**src/ueos_defines.svh**
```systemverilog
// constants for the control endpoint out-success flag block
// assumes inclusion by bare name from the ueos_clr_arm and ueos_top design files
`ifndef UEOS_DEFINES_SVH
`define UEOS_DEFINES_SVH
`define UEOS_SUCCESS_BIT 0
`define UEOS_FLAG_RESET 1'b0
`endif

```
**src/ueos_pkg.sv**
```systemverilog
// types shared by the control endpoint out-success flag block
// assumes a tool that compiles packages before modules
package ueos_pkg;
  // token and handshake events seen by endpoint 0, one-cycle pulses
  typedef struct packed {
    logic setup_tok;    // setup token received
    logic out_ack;      // ack sent after out token and data
    logic setup_done;   // setup data accepted
    logic setup_local;  // command handled inside the core
  } ueos_ev_t;
  // cpu side access to the success bit
  typedef struct packed {
    logic rd;   // read of the flag register
    logic wr;   // write of the flag register
    logic wd;   // written value of the success bit
  } ueos_cpu_t;
  typedef enum logic [1:0] {
    UEOS_IDLE = 2'b00,
    UEOS_SEEN = 2'b01
  } ueos_rd_t;
endpackage

```
**src/ueos_clr_arm.sv**
```systemverilog
// read-then-write-zero clear qualifier for one flag
// assumes cpu strobes are one-cycle pulses on ref_clk
`timescale 1ns/1ns
`include "ueos_defines.svh"
module ueos_clr_arm
  import ueos_pkg::*;
(
  input wire logic ref_clk,        // system clock
  input wire logic srst,           // sync reset, high
  input wire ueos_cpu_t cpu,       // cpu access
  input wire logic flag,           // current flag value
  output logic clr                 // qualified clear request
);
  ueos_rd_t st_reg;
  ueos_rd_t st_next;

  // ---------------------------------------------
  // arm on reading a one, clear on writing a zero
  // ---------------------------------------------
  always_comb begin
    st_next = st_reg;
    clr = 1'b0;
    case (st_reg)
      UEOS_IDLE: begin
        if (cpu.rd && flag) begin
          st_next = UEOS_SEEN;
        end
      end
      UEOS_SEEN: begin
        if (cpu.wr) begin
          clr = !cpu.wd;
          st_next = UEOS_IDLE;
        end
      end
      default: begin
        st_next = UEOS_IDLE;
      end
    endcase
  end

  always_ff @(posedge ref_clk) begin
    if (srst) begin
      st_reg <= UEOS_IDLE;
    end else begin
      st_reg <= st_next;
    end
  end
endmodule

```
**src/ueos_top.sv**
```systemverilog
// What this block does
// - success bit reads one after normal endpoint 0 out transfer or setup needing the cpu, else zero
// - cpu clears the bit by writing zero after reading one
// - a setup token on endpoint 0 clears the success bit
// - ack sent after out token and data sets the success bit
// - setup handled in core sets failure flag, not success
// - setup needing the cpu sets success when intercept is zero
// - intercept one suppresses both flags for setup transactions
//
// assumes token decode upstream delivers one-cycle event pulses
`timescale 1ns/1ns
`include "ueos_defines.svh"
module ueos_top
  import ueos_pkg::*;
(
  input wire logic ref_clk,            // 20 MHz clock
  input wire logic srst,               // sync reset, high
  input wire ueos_ev_t ev,             // endpoint 0 events
  input wire ueos_cpu_t cpu,           // cpu access to success bit
  input wire logic setup_intercept_ctl, // intercept setup flags
  output logic ctrl_ep_out_success_flag, // success flag
  output logic ctrl_ep_out_failure_set   // pulse into failure reg
);
  logic succ_reg;
  logic succ_next;
  logic fail_reg;
  logic fail_next;
  logic clr;
  logic setup_cpu;
  logic setup_core;

  // ---------------------------------------------
  // setup outcome decode
  // ---------------------------------------------
  // the flag logic and the checks on setup_cpu and setup_core share one decode; a_core_fail_pulse
  // and a_cpu_setup_set restate it; local_cmd picks the in-core outcome (1) or the cpu outcome (0)
  function automatic logic setup_sel(input ueos_ev_t e, input logic icpt,
    input logic local_cmd);
    return e.setup_done && (e.setup_local == local_cmd) && !icpt;
  endfunction

  // ---------------------------------------------
  // timing notes
  // ---------------------------------------------
  // every event is a one-cycle pulse taken at a rising edge; the flag and
  // the failure pulse answer one edge later
  // the setup token only clears; any setting for a setup transaction
  // waits for the command outcome, which arrives later as setup_done
  // a set and a clear in the same cycle leave the flag set, so software
  // never loses a completion that raced with its own clear
  // limitation: the failure flag itself lives outside this block, which
  // only hands it a one-cycle set pulse
  // limitation: arming by a read of one lasts until the next write of any
  // value, so a stray write of one disarms without clearing

  ueos_clr_arm u_arm (
    .ref_clk(ref_clk),
    .srst(srst),
    .cpu(cpu),
    .flag(succ_reg),
    .clr(clr)
  );

  // ---------------------------------------------
  // flag update; a set beats a clear in the same cycle
  // ---------------------------------------------
  always_comb begin
    setup_cpu = setup_sel(ev, setup_intercept_ctl, 1'b0);
    setup_core = setup_sel(ev, setup_intercept_ctl, 1'b1);
    succ_next = succ_reg;
    if (clr || ev.setup_tok) begin
      succ_next = 1'b0;
    end
    if (ev.out_ack || setup_cpu) begin
      succ_next = 1'b1;
    end
    fail_next = setup_core;
  end

  always_ff @(posedge ref_clk) begin
    if (srst) begin
      succ_reg <= `UEOS_FLAG_RESET;
      fail_reg <= 1'b0;
    end else begin
      succ_reg <= succ_next;
      fail_reg <= fail_next;
    end
  end

  assign ctrl_ep_out_success_flag = succ_reg;
  assign ctrl_ep_out_failure_set = fail_reg;
endmodule

```
**config.mk**
```make
export PLATFORM = sky130hd
export DESIGN_NAME = ueos_top
export DESIGN_NICKNAME = d
export VERILOG_FILES = /design/src/ueos_pkg.sv /design/src/ueos_clr_arm.sv /design/src/ueos_top.sv
export VERILOG_INCLUDE_DIRS = /design/src /design/src/src
export SDC_FILE = /design/constraint.sdc
export NUM_CORES = 1
export LEC_CHECK = 0
export BUFFER_PORTS_ARGS = -buffer_cell sky130_fd_sc_hd__buf_2
export CAP_MARGIN = 25
export CORE_AREA = 8 8 45 47
export DETAILED_ROUTE_END_ITERATION = 12
export DIE_AREA = 0 0 53 55
export MAX_ROUTING_LAYER = met4
export PLACE_DENSITY = 0.3
export SLEW_MARGIN = 20
export SYNTH_ARGS = -nofsm -noshare
export SYNTH_HDL_FRONTEND = slang
export SYNTH_HIERARCHICAL = 1
export SYNTH_SLANG_ARGS = --single-unit
```
**constraint.sdc**
```tcl
create_clock -name ref_clk -period 1.2 [get_ports ref_clk]
set_input_delay 0.3 -clock ref_clk [delete_from_list [all_inputs] [get_ports ref_clk]]
set_output_delay 0.3 -clock ref_clk [all_outputs]
set_load 0.03 [all_outputs]
```
Word level (Yosys, flattened, before mapping)
Cells that the tools add are included.
Storage, ports and cells
  flip-flop bits (word level): 4
  bits in latches: 0
  memory bits (writable): 0
  ROM bits: 0
  bits of input ports: 10
  word-level logic and storage cells: 26
  memories kept: 0
Operators by class
  add/sub/neg operators: 0
  multiply operators: 0
  divide/modulo/power cells: 0
  magnitude comparators: 0
  equality and inequality tests: 3
  shift-type cells: 0
  muxes and demuxes: 7
  bitwise gates (word level): 1
  reduce and logical (&&, ||, !) cells: 12
Operators by type and width (count)
  1-bit logical AND: 5
  1-bit two-way mux: 4
  2-bit two-way mux: 2
  2-bit one-hot mux with 2 select lines: 1
  2-bit by 1-bit equality test with 1-bit output (second input constant): 1
  1-bit zero test: 2
  2-bit zero test: 1
  1-bit logical OR: 2
  2-bit by 1-bit != test with 1-bit output (second input constant): 1
  2-bit != test (second input constant): 1
  2-bit AND reduction: 1
  2-bit nonzero test: 1
  1-bit inverter: 1

Longest topological paths before layout
Gate-level depths: netlist of the first run.
  depth after elaboration: 6
  gate-level depth with buffers: 3
  gate-level depth less buffers: 3

Modules after synthesis
Netlist of the first run, hierarchy kept.
Modules (own cells, without submodules)
  ueos_top: instances 1, cells each 7, area an instance 88.8 sq um, sequential area each 40.0 sq um
  ueos_clr_arm: instances 1, cells each 5, area an instance 48.8 sq um, sequential area each 20.0 sq um

Least setup slack after synthesis of the first run
Ideal clock, no wire load.
  kind: register to register
  start point: register ctrl_ep_out_success_flag (netlist name)
  end point: register succ_reg (netlist: ctrl_ep_out_success_flag)
  setup time: 58 ps
  arrival: 864 ps
  data required time: 1142 ps
  setup slack: 279 ps
  cell stages (with the launch flop): 3
  buffers on the path: 0
  period minus slack after synthesis: 921 ps
  cell sequence: dfxtp_1 > nor4b_1 > a211o_1
RTL lines
  to (signal assigned): RTL line ueos_top.sv:82  | succ_reg <= `UEOS_FLAG_RESET;
  to (signal assigned): RTL line ueos_top.sv:85  | succ_reg <= succ_next;
  to (decl): RTL line ueos_top.sv:24  | logic succ_reg;

Worst setup path after layout of the first run
  start point: register succ_reg (netlist: ctrl_ep_out_success_flag)
  end point: output port ctrl_ep_out_success_flag
RTL lines
  to (decl): RTL line ueos_top.sv:21  | output logic ctrl_ep_out_success_flag,
No word-level cell between the ends.

==> flow_summary_export.csv, run 1 <==
group,metric,value,unit
global_routing,grt_pass1_wl,745,um
setup_path,crit_family,"flip-flops",
drt,drc,0,
global_routing,antenna_found_initial,0,
yosys,seq_area_frac_synth,0.436,
cells_and_area,nets,38,
cells_and_area,layout_common_cells,"11 x buf_2, 3 x clkbuf_4, 3 x dfxtp_1",
drt,wire_per_inst,11.4,um
clocking,cts_resized,0,
clocking,ctsHtreeMaxLevel,1,
timing,relSlewSlack,0.816,
die,dieArea,2920,um2
yosys,synthArstFlopShare,0,
setup_path,cp.arrival,0.78,ns
die,num_io_pins,12,
yosys,synth_top_area_frac,0.436,
timing,final-hold-violation-count,0,
yosys,synth_area,138,um2
cells_and_area,final_common_cell,"buf_2",
clocking,cts_sinks,3,
timing,fin_crit_sh,0.904,
drt,final_antenna_net_count,0,
placement,port_buffers,11,
drt,dr.pass1.iters,2,
setup_path,slowest_delay,0.34,ns
clocking,cts.path.max_buffers,2,
drt,vias,157,
die,start_util,0.0995,
die,die_h,55,um
yosys,synthMostInstantiatedCell,"dfxtp_1",
yosys,syn_nets,22,
yosys,synth_cells,12,
placement,gp_congestion,0.617,
drt,drt_iter0_drc,2,
cells_and_area,multi_input_area,73.8,um2
setup_path,end_kind,"output pin",
cells_and_area,fin_area,239,um2
yosys,ys.flop_type,"dfxtp_1",
timing,setup_slack,0.115,ns
global_routing,track_usage,0.0423,
clocking,cts_root_buf,"clkbuf_4",
timing,whs,0.267,ns
setup_path,critPathBufInv,1,
flow_run,drv_cap,0,
power,netSwitchingFraction,0.252,
setup_path,worstSetupPathType,"reg -> out",
placement,place_ws,0.0828,ns
power,p_sw,0.0000856,W
cells_and_area,antenna_cells,0,
setup_path,slowest_stage,"dfxtp_1",
global_routing,first_global_vias,172,
power,internal-power,0.000254,W
setup_path,crit_fanout,3,
cells_and_area,n_fill_cell,160,
die,fp.coreArea,1380,um2
yosys,avgSynthCellArea,11.5,um2
power,powerDensity,1420,nW/um2
timing,worst_pin_slew,0.273,ns
power,seqPwrFrac,0.324,
cells_and_area,utilization,0.173,
setup_path,crit_chain,"buf_2",
yosys,ys_warn_count,6,
power,pwr-share-comb,0.129,
yosys,synth_edf_count,0,
drt,routed_wl,491,um
run_status,run_status,"finished, final reports clean",
clocking,post_cts_buffers,0,
timing,setup_tns,0,ns
timing,drv_slew,0,
worst_hold_path,min_path_type,"in -> reg",
timing,fmax,922,MHz
cells_and_area,seqCellArea,60.1,um2
clocking,cts_hold_buf,0,
placement,post_dp_cell_area,213,um2
timing,timing.final.crit_period,1.08,ns
setup_path,cp-start-kind,"flop",
power,ir_worst_vdd,0.363,mV
power,power.leakage,0.116,nW
die,num_rows,14,
clocking,cts_tree,"yes",
yosys,synth_area_leaders,"dfxtp_1 44%, nor4b_2 11%, and4bb_2 9.1%",
global_routing,grt_max_degree,6,
timing,rsz0062_at_grt,"false",
clocking,clk_pin_slew,0.04,ns
cells_and_area,drive_gt1_frac,0.630,
setup_path,worst_ep_required_time,0.90,ns
die,die_w,53,um
clocking,insertion_delay,0.24,ns
yosys,ys_types,10,
cells_and_area,area_growth,73.6,%
clocking,cts-buffers-inserted,3,
timing,setup_viol,0,
power,p_clk_frac,0.548,
timing,fin_skew,0.00416,ns
yosys,synth.largest_area_cell,"dfxtp_1",
global_routing,overflow,0,
yosys,ys_ff_latch,3,
drt,routed_via_density,3.65,
-- cell families (layout without fill, tap and decap cells) --
family | after synthesis | after routing | share of synthesized area
and+or+nand+nor | 6 | 6 | 0.436
DFF | 3 | 3 | 0.436
AOI/OAI and AO/OA | 2 | 2 | 0.100
buffers and inverters | 1 | 16 | 0.0272
-- worst paths after layout --
kind                             from                        to  slack [ns]  cells after the start
max reg2reg           u_arm/st_reg[0]  ctrl_ep_out_success_flag        0.20                      3
min                             ev[2]  ctrl_ep_out_success_flag        0.27                      2
min reg2reg           u_arm/st_reg[0]           u_arm/st_reg[0]        0.49                      2
max          ctrl_ep_out_success_flag  ctrl_ep_out_success_flag        0.12                      1
-- stage by stage --
| stage | instances | total power (W) |
|---|---|---|
| 2_1_floorplan | 12 | 0.000131 |
| 3_3_place_gp | 39 | 0.000153 |
| 3_5_place_dp | 39 | 0.000155 |
| 4_1_cts | 43 | 0.000348 |
| 5_1_grt | 43 | 0.000363 |
| 6_report | 43 | 0.000340 |
-- layout make-up --
type / instances / share of cell area
timing repair buffer: 11 / 0.230
inverter: 1 / 0.0157
sequential: 3 / 0.251
multi-input combinational: 8 / 0.309
clock buffer: 4 / 0.110
tap: 16 / 0.0838
-- power by group through the flow --
stage,Sequential [W],Clock (W),Combinational [W]
2_1_floorplan,0.000119,0,0.0000122
3_3_place_gp,0.000111,0,0.0000422
3_5_place_dp,0.000111,0,0.0000439
4_1_cts,0.000110,0.000194,0.0000442
5_1_grt,0.000111,0.000205,0.0000472
6_report,0.000110,0.000186,0.0000437
-- per-layer routing --
layer	track usage	share of wire	up-vias
li1	-	-	75
met1	0.0396	0.49	68
met2	0.0410	0.29	14
met3	0.0668	0.21	0
met4	0.0129	0	0
met5	-	0	-
Power figures use the tool's default switching activity.
==> inputs of run 2 (changes only) <==
--- a/config.mk
+++ b/config.mk
@@ -6,6 +6,7 @@
 export SDC_FILE = /design/constraint.sdc
 export NUM_CORES = 1
 export LEC_CHECK = 0
+export ABC_AREA = 1
 export BUFFER_PORTS_ARGS = -buffer_cell sky130_fd_sc_hd__buf_2
 export CAP_MARGIN = 25
 export CORE_AREA = 8 8 45 47
==> run 2 against run 1 <==
Effect of this change: via count rose by 4.5%; final area fell by 0.52%; sequential cell count did not move; sequential share of layout area rose by 0.13 points; area after synthesis fell by 0.91%; maximum frequency rose by 0.16%; critical path type unchanged; highest routed layer unchanged.
==> flow_summary_export.csv, run 2 <==
group,metric,value,unit
clocking,ctsHtreeMaxLevel,1,
drt,routed_wl,405,um
placement,port_buffers,11,
power,powerDensity,1350,nW/um2
yosys,synthArstFlopShare,0,
global_routing,first_global_vias,174,
yosys,ys_ff_latch,3,
setup_path,reg2reg_slack,0.33,ns
die,num_io_pins,12,
die,dieArea,2920,um2
setup_path,cp-start-kind,"flop",
yosys,ys.flop_type,"dfxtp_1",
timing,setup_viol,0,
power,netSwitchingFraction,0.224,
setup_path,end_kind,"output pin",
placement,placed_cells,48,
yosys,synth.largest_area_cell,"dfxtp_1",
yosys,seq_area_frac_synth,0.440,
die,fp.coreArea,1380,um2
flow_run,drv_cap,0,
die,die_w,53,um
clocking,cts_sinks,3,
yosys,synth_common_cells,"7 x inv_1, 4 x nand2_1, 3 x dfxtp_1, 2 x nand3_1, 2 x nor2_1",
power,p_clk_frac,0.532,
timing,fin_skew,0.00000680,ns
timing,setup_tns,0,ns
clocking,cts.path.max_buffers,2,
power,pwr-share-comb,0.129,
cells_and_area,drive_gt1_frac,0.389,
yosys,synthMostInstantiatedCell,"inv_1",
power,seqPwrFrac,0.339,
global_routing,antenna_found_initial,0,
setup_path,r2r-start,"u_arm/st_reg[0]",
yosys,synth_edf_count,0,
drt,vias,164,
cells_and_area,layout_common_cells,"11 x buf_2, 7 x inv_1, 4 x nand2_1",
timing,rsz0062_at_grt,"false",
worst_hold_path,hold_depth,2,
timing,worst_pin_slew,0.170,ns
yosys,synth_area_leaders,"dfxtp_1 44%, inv_1 19%, nand2_1 11%",
clocking,clk_pin_slew,0.04,ns
yosys,synth_cells,21,
timing,fin_crit_sh,0.902,
worst_hold_path,worstHoldStart,"setup_intercept_ctl",
setup_path,slowest_delay,0.34,ns
clocking,post_cts_buffers,0,
yosys,synth_area,136,um2
setup_path,crit_family,"flip-flops",
drt,routed_via_density,3.15,
global_routing,grt_max_degree,4,
cells_and_area,area_growth,74.3,%
timing,setup_slack,0.117,ns
cells_and_area,antenna_cells,0,
timing,final-hold-violation-count,0,
global_routing,grt_pass1_wl,600,um
global_routing,track_usage,0.0298,
setup_path,crit_chain,"buf_2",
setup_path,r2r.worst_path.cells,7,
setup_path,worst_ep_required_time,0.90,ns
clocking,cts_root_buf,"clkbuf_4",
setup_path,timing.rr.end,"ctrl_ep_out_success_flag",
power,ir_worst_vdd,0.285,mV
die,die_h,55,um
clocking,cts_resized,0,
setup_path,crit_fanout,3,
setup_path,critPathBufInv,1,
drt,drt_iter0_drc,1,
drt,dr.pass1.iters,2,
worst_hold_path,min_path_type,"in -> reg",
setup_path,slowest_stage,"dfxtp_1",
timing,drv_slew,0,
setup_path,cp.arrival,0.78,ns
yosys,ys_types,8,
clocking,cts_hold_buf,0,
die,start_util,0.0986,
die,num_rows,14,
drt,drc,0,
power,p_sw,0.0000720,W
run_status,run_status,"finished, final reports clean",
timing,timing.final.crit_period,1.08,ns
cells_and_area,nets,47,
timing,fmax,923,MHz
drt,final_antenna_net_count,0,
global_routing,overflow,0,
setup_path,worstSetupPathType,"reg -> out",
cells_and_area,final_cells,52,
cells_and_area,final_common_cell,"buf_2",
power,internal-power,0.000250,W
power,power.leakage,0.140,nW
yosys,ys_warn_count,6,
placement,post-dp-hpwl,359,um
yosys,synth_top_area_frac,0.440,
power,power.total,0.000322,W
yosys,avgSynthCellArea,6.49,um2
worst_hold_path,holdPathEnd,"ctrl_ep_out_failure_set",
drt,wire_per_inst,7.79,um
placement,gp_congestion,0.644,
placement,place_ws,0.270,ns
clocking,cts_tree,"yes",
clocking,insertion_delay,0.23,ns
yosys,syn_nets,31,
clocking,cts-buffers-inserted,3,
timing,relSlewSlack,0.886,
-- run 2: changes by cell type in the layout (fill, tap and decap cells not counted), sizes merged --
cell | before | now
nand3 | 0 | 2
a211o | 1 | 0
and3b | 1 | 0
nand2b | 1 | 0
nor3 | 0 | 1
nor2 | 0 | 2
nand2 | 0 | 4
nor4b | 2 | 0
inv | 1 | 7
and4bb | 1 | 0
-- run 2: logic make-up (layout without fill, tap and decap cells) --
group           count (synthesis)  count (layout)  synth area share
flops                           3               3             0.440
buf+inv                         7              22             0.193
simple gates                   10              10             0.330
compound gates                  1               1            0.0367
-- run 2: metal layers --
| metal | vias to the layer above | part of all wire | GRT usage |
|---|---|---|---|
| met4 | 0 | 0 | 0.0388 |
| met2 | 12 | 0.34 | 0.0254 |
| met3 | 0 | 0.16 | 0.0160 |
| met1 | 62 | 0.50 | 0.0379 |
| met5 | - | 0 | - |
| li1 | 90 | - | - |
-- run 2: per-stage QoR --
stage	util	hold WS, ns	area (um2)
after floorplan	-	0.376	136
after global placement	0.153	0.481	211
after detailed placement	0.153	0.477	211
after CTS	0.172	0.250	238
after global routing	0.172	0.262	238
final	0.172	0.258	238
-- run 2: power by group through the flow --
stage	combinational [W]	sequential, W	clock (W)
2_1_floorplan	0.0000136	0.000117	0
3_3_place_gp	0.0000420	0.000111	0
3_5_place_dp	0.0000418	0.000111	0
4_1_cts	0.0000420	0.000109	0.000180
5_1_grt	0.0000469	0.000110	0.000189
6_report	0.0000414	0.000109	0.000171
-- run 2: how the worst max path moves through the flow --
| stage | from | to | slack (ns) | cells past startpoint |
|---|---|---|---|---|
| final | ctrl_ep_out_success_flag | ctrl_ep_out_success_flag | 0.12 | 1 |
| after CTS | ctrl_ep_out_success_flag | ctrl_ep_out_success_flag | 0.10 | 1 |
| after floorplan | ctrl_ep_out_success_flag | ctrl_ep_out_success_flag | 0.37 | 4 |
| after global placement | cpu[1] | ctrl_ep_out_success_flag | 0.27 | 8 |
| after detailed placement | cpu[1] | ctrl_ep_out_success_flag | 0.27 | 8 |
| after global routing | ctrl_ep_out_success_flag | ctrl_ep_out_success_flag | 0.09 | 1 |
-- run 2: area by class of cell --
cell class | count | area [um2]
Clock buffer | 4 | 26.3
Tap cell | 16 | 20.0
Fill cell | 169 | 1150
Sequential cell | 3 | 60.1
Multi-Input combinational cell | 11 | 50.0
Inverter | 7 | 26.3
Timing Repair Buffer | 11 | 55.1
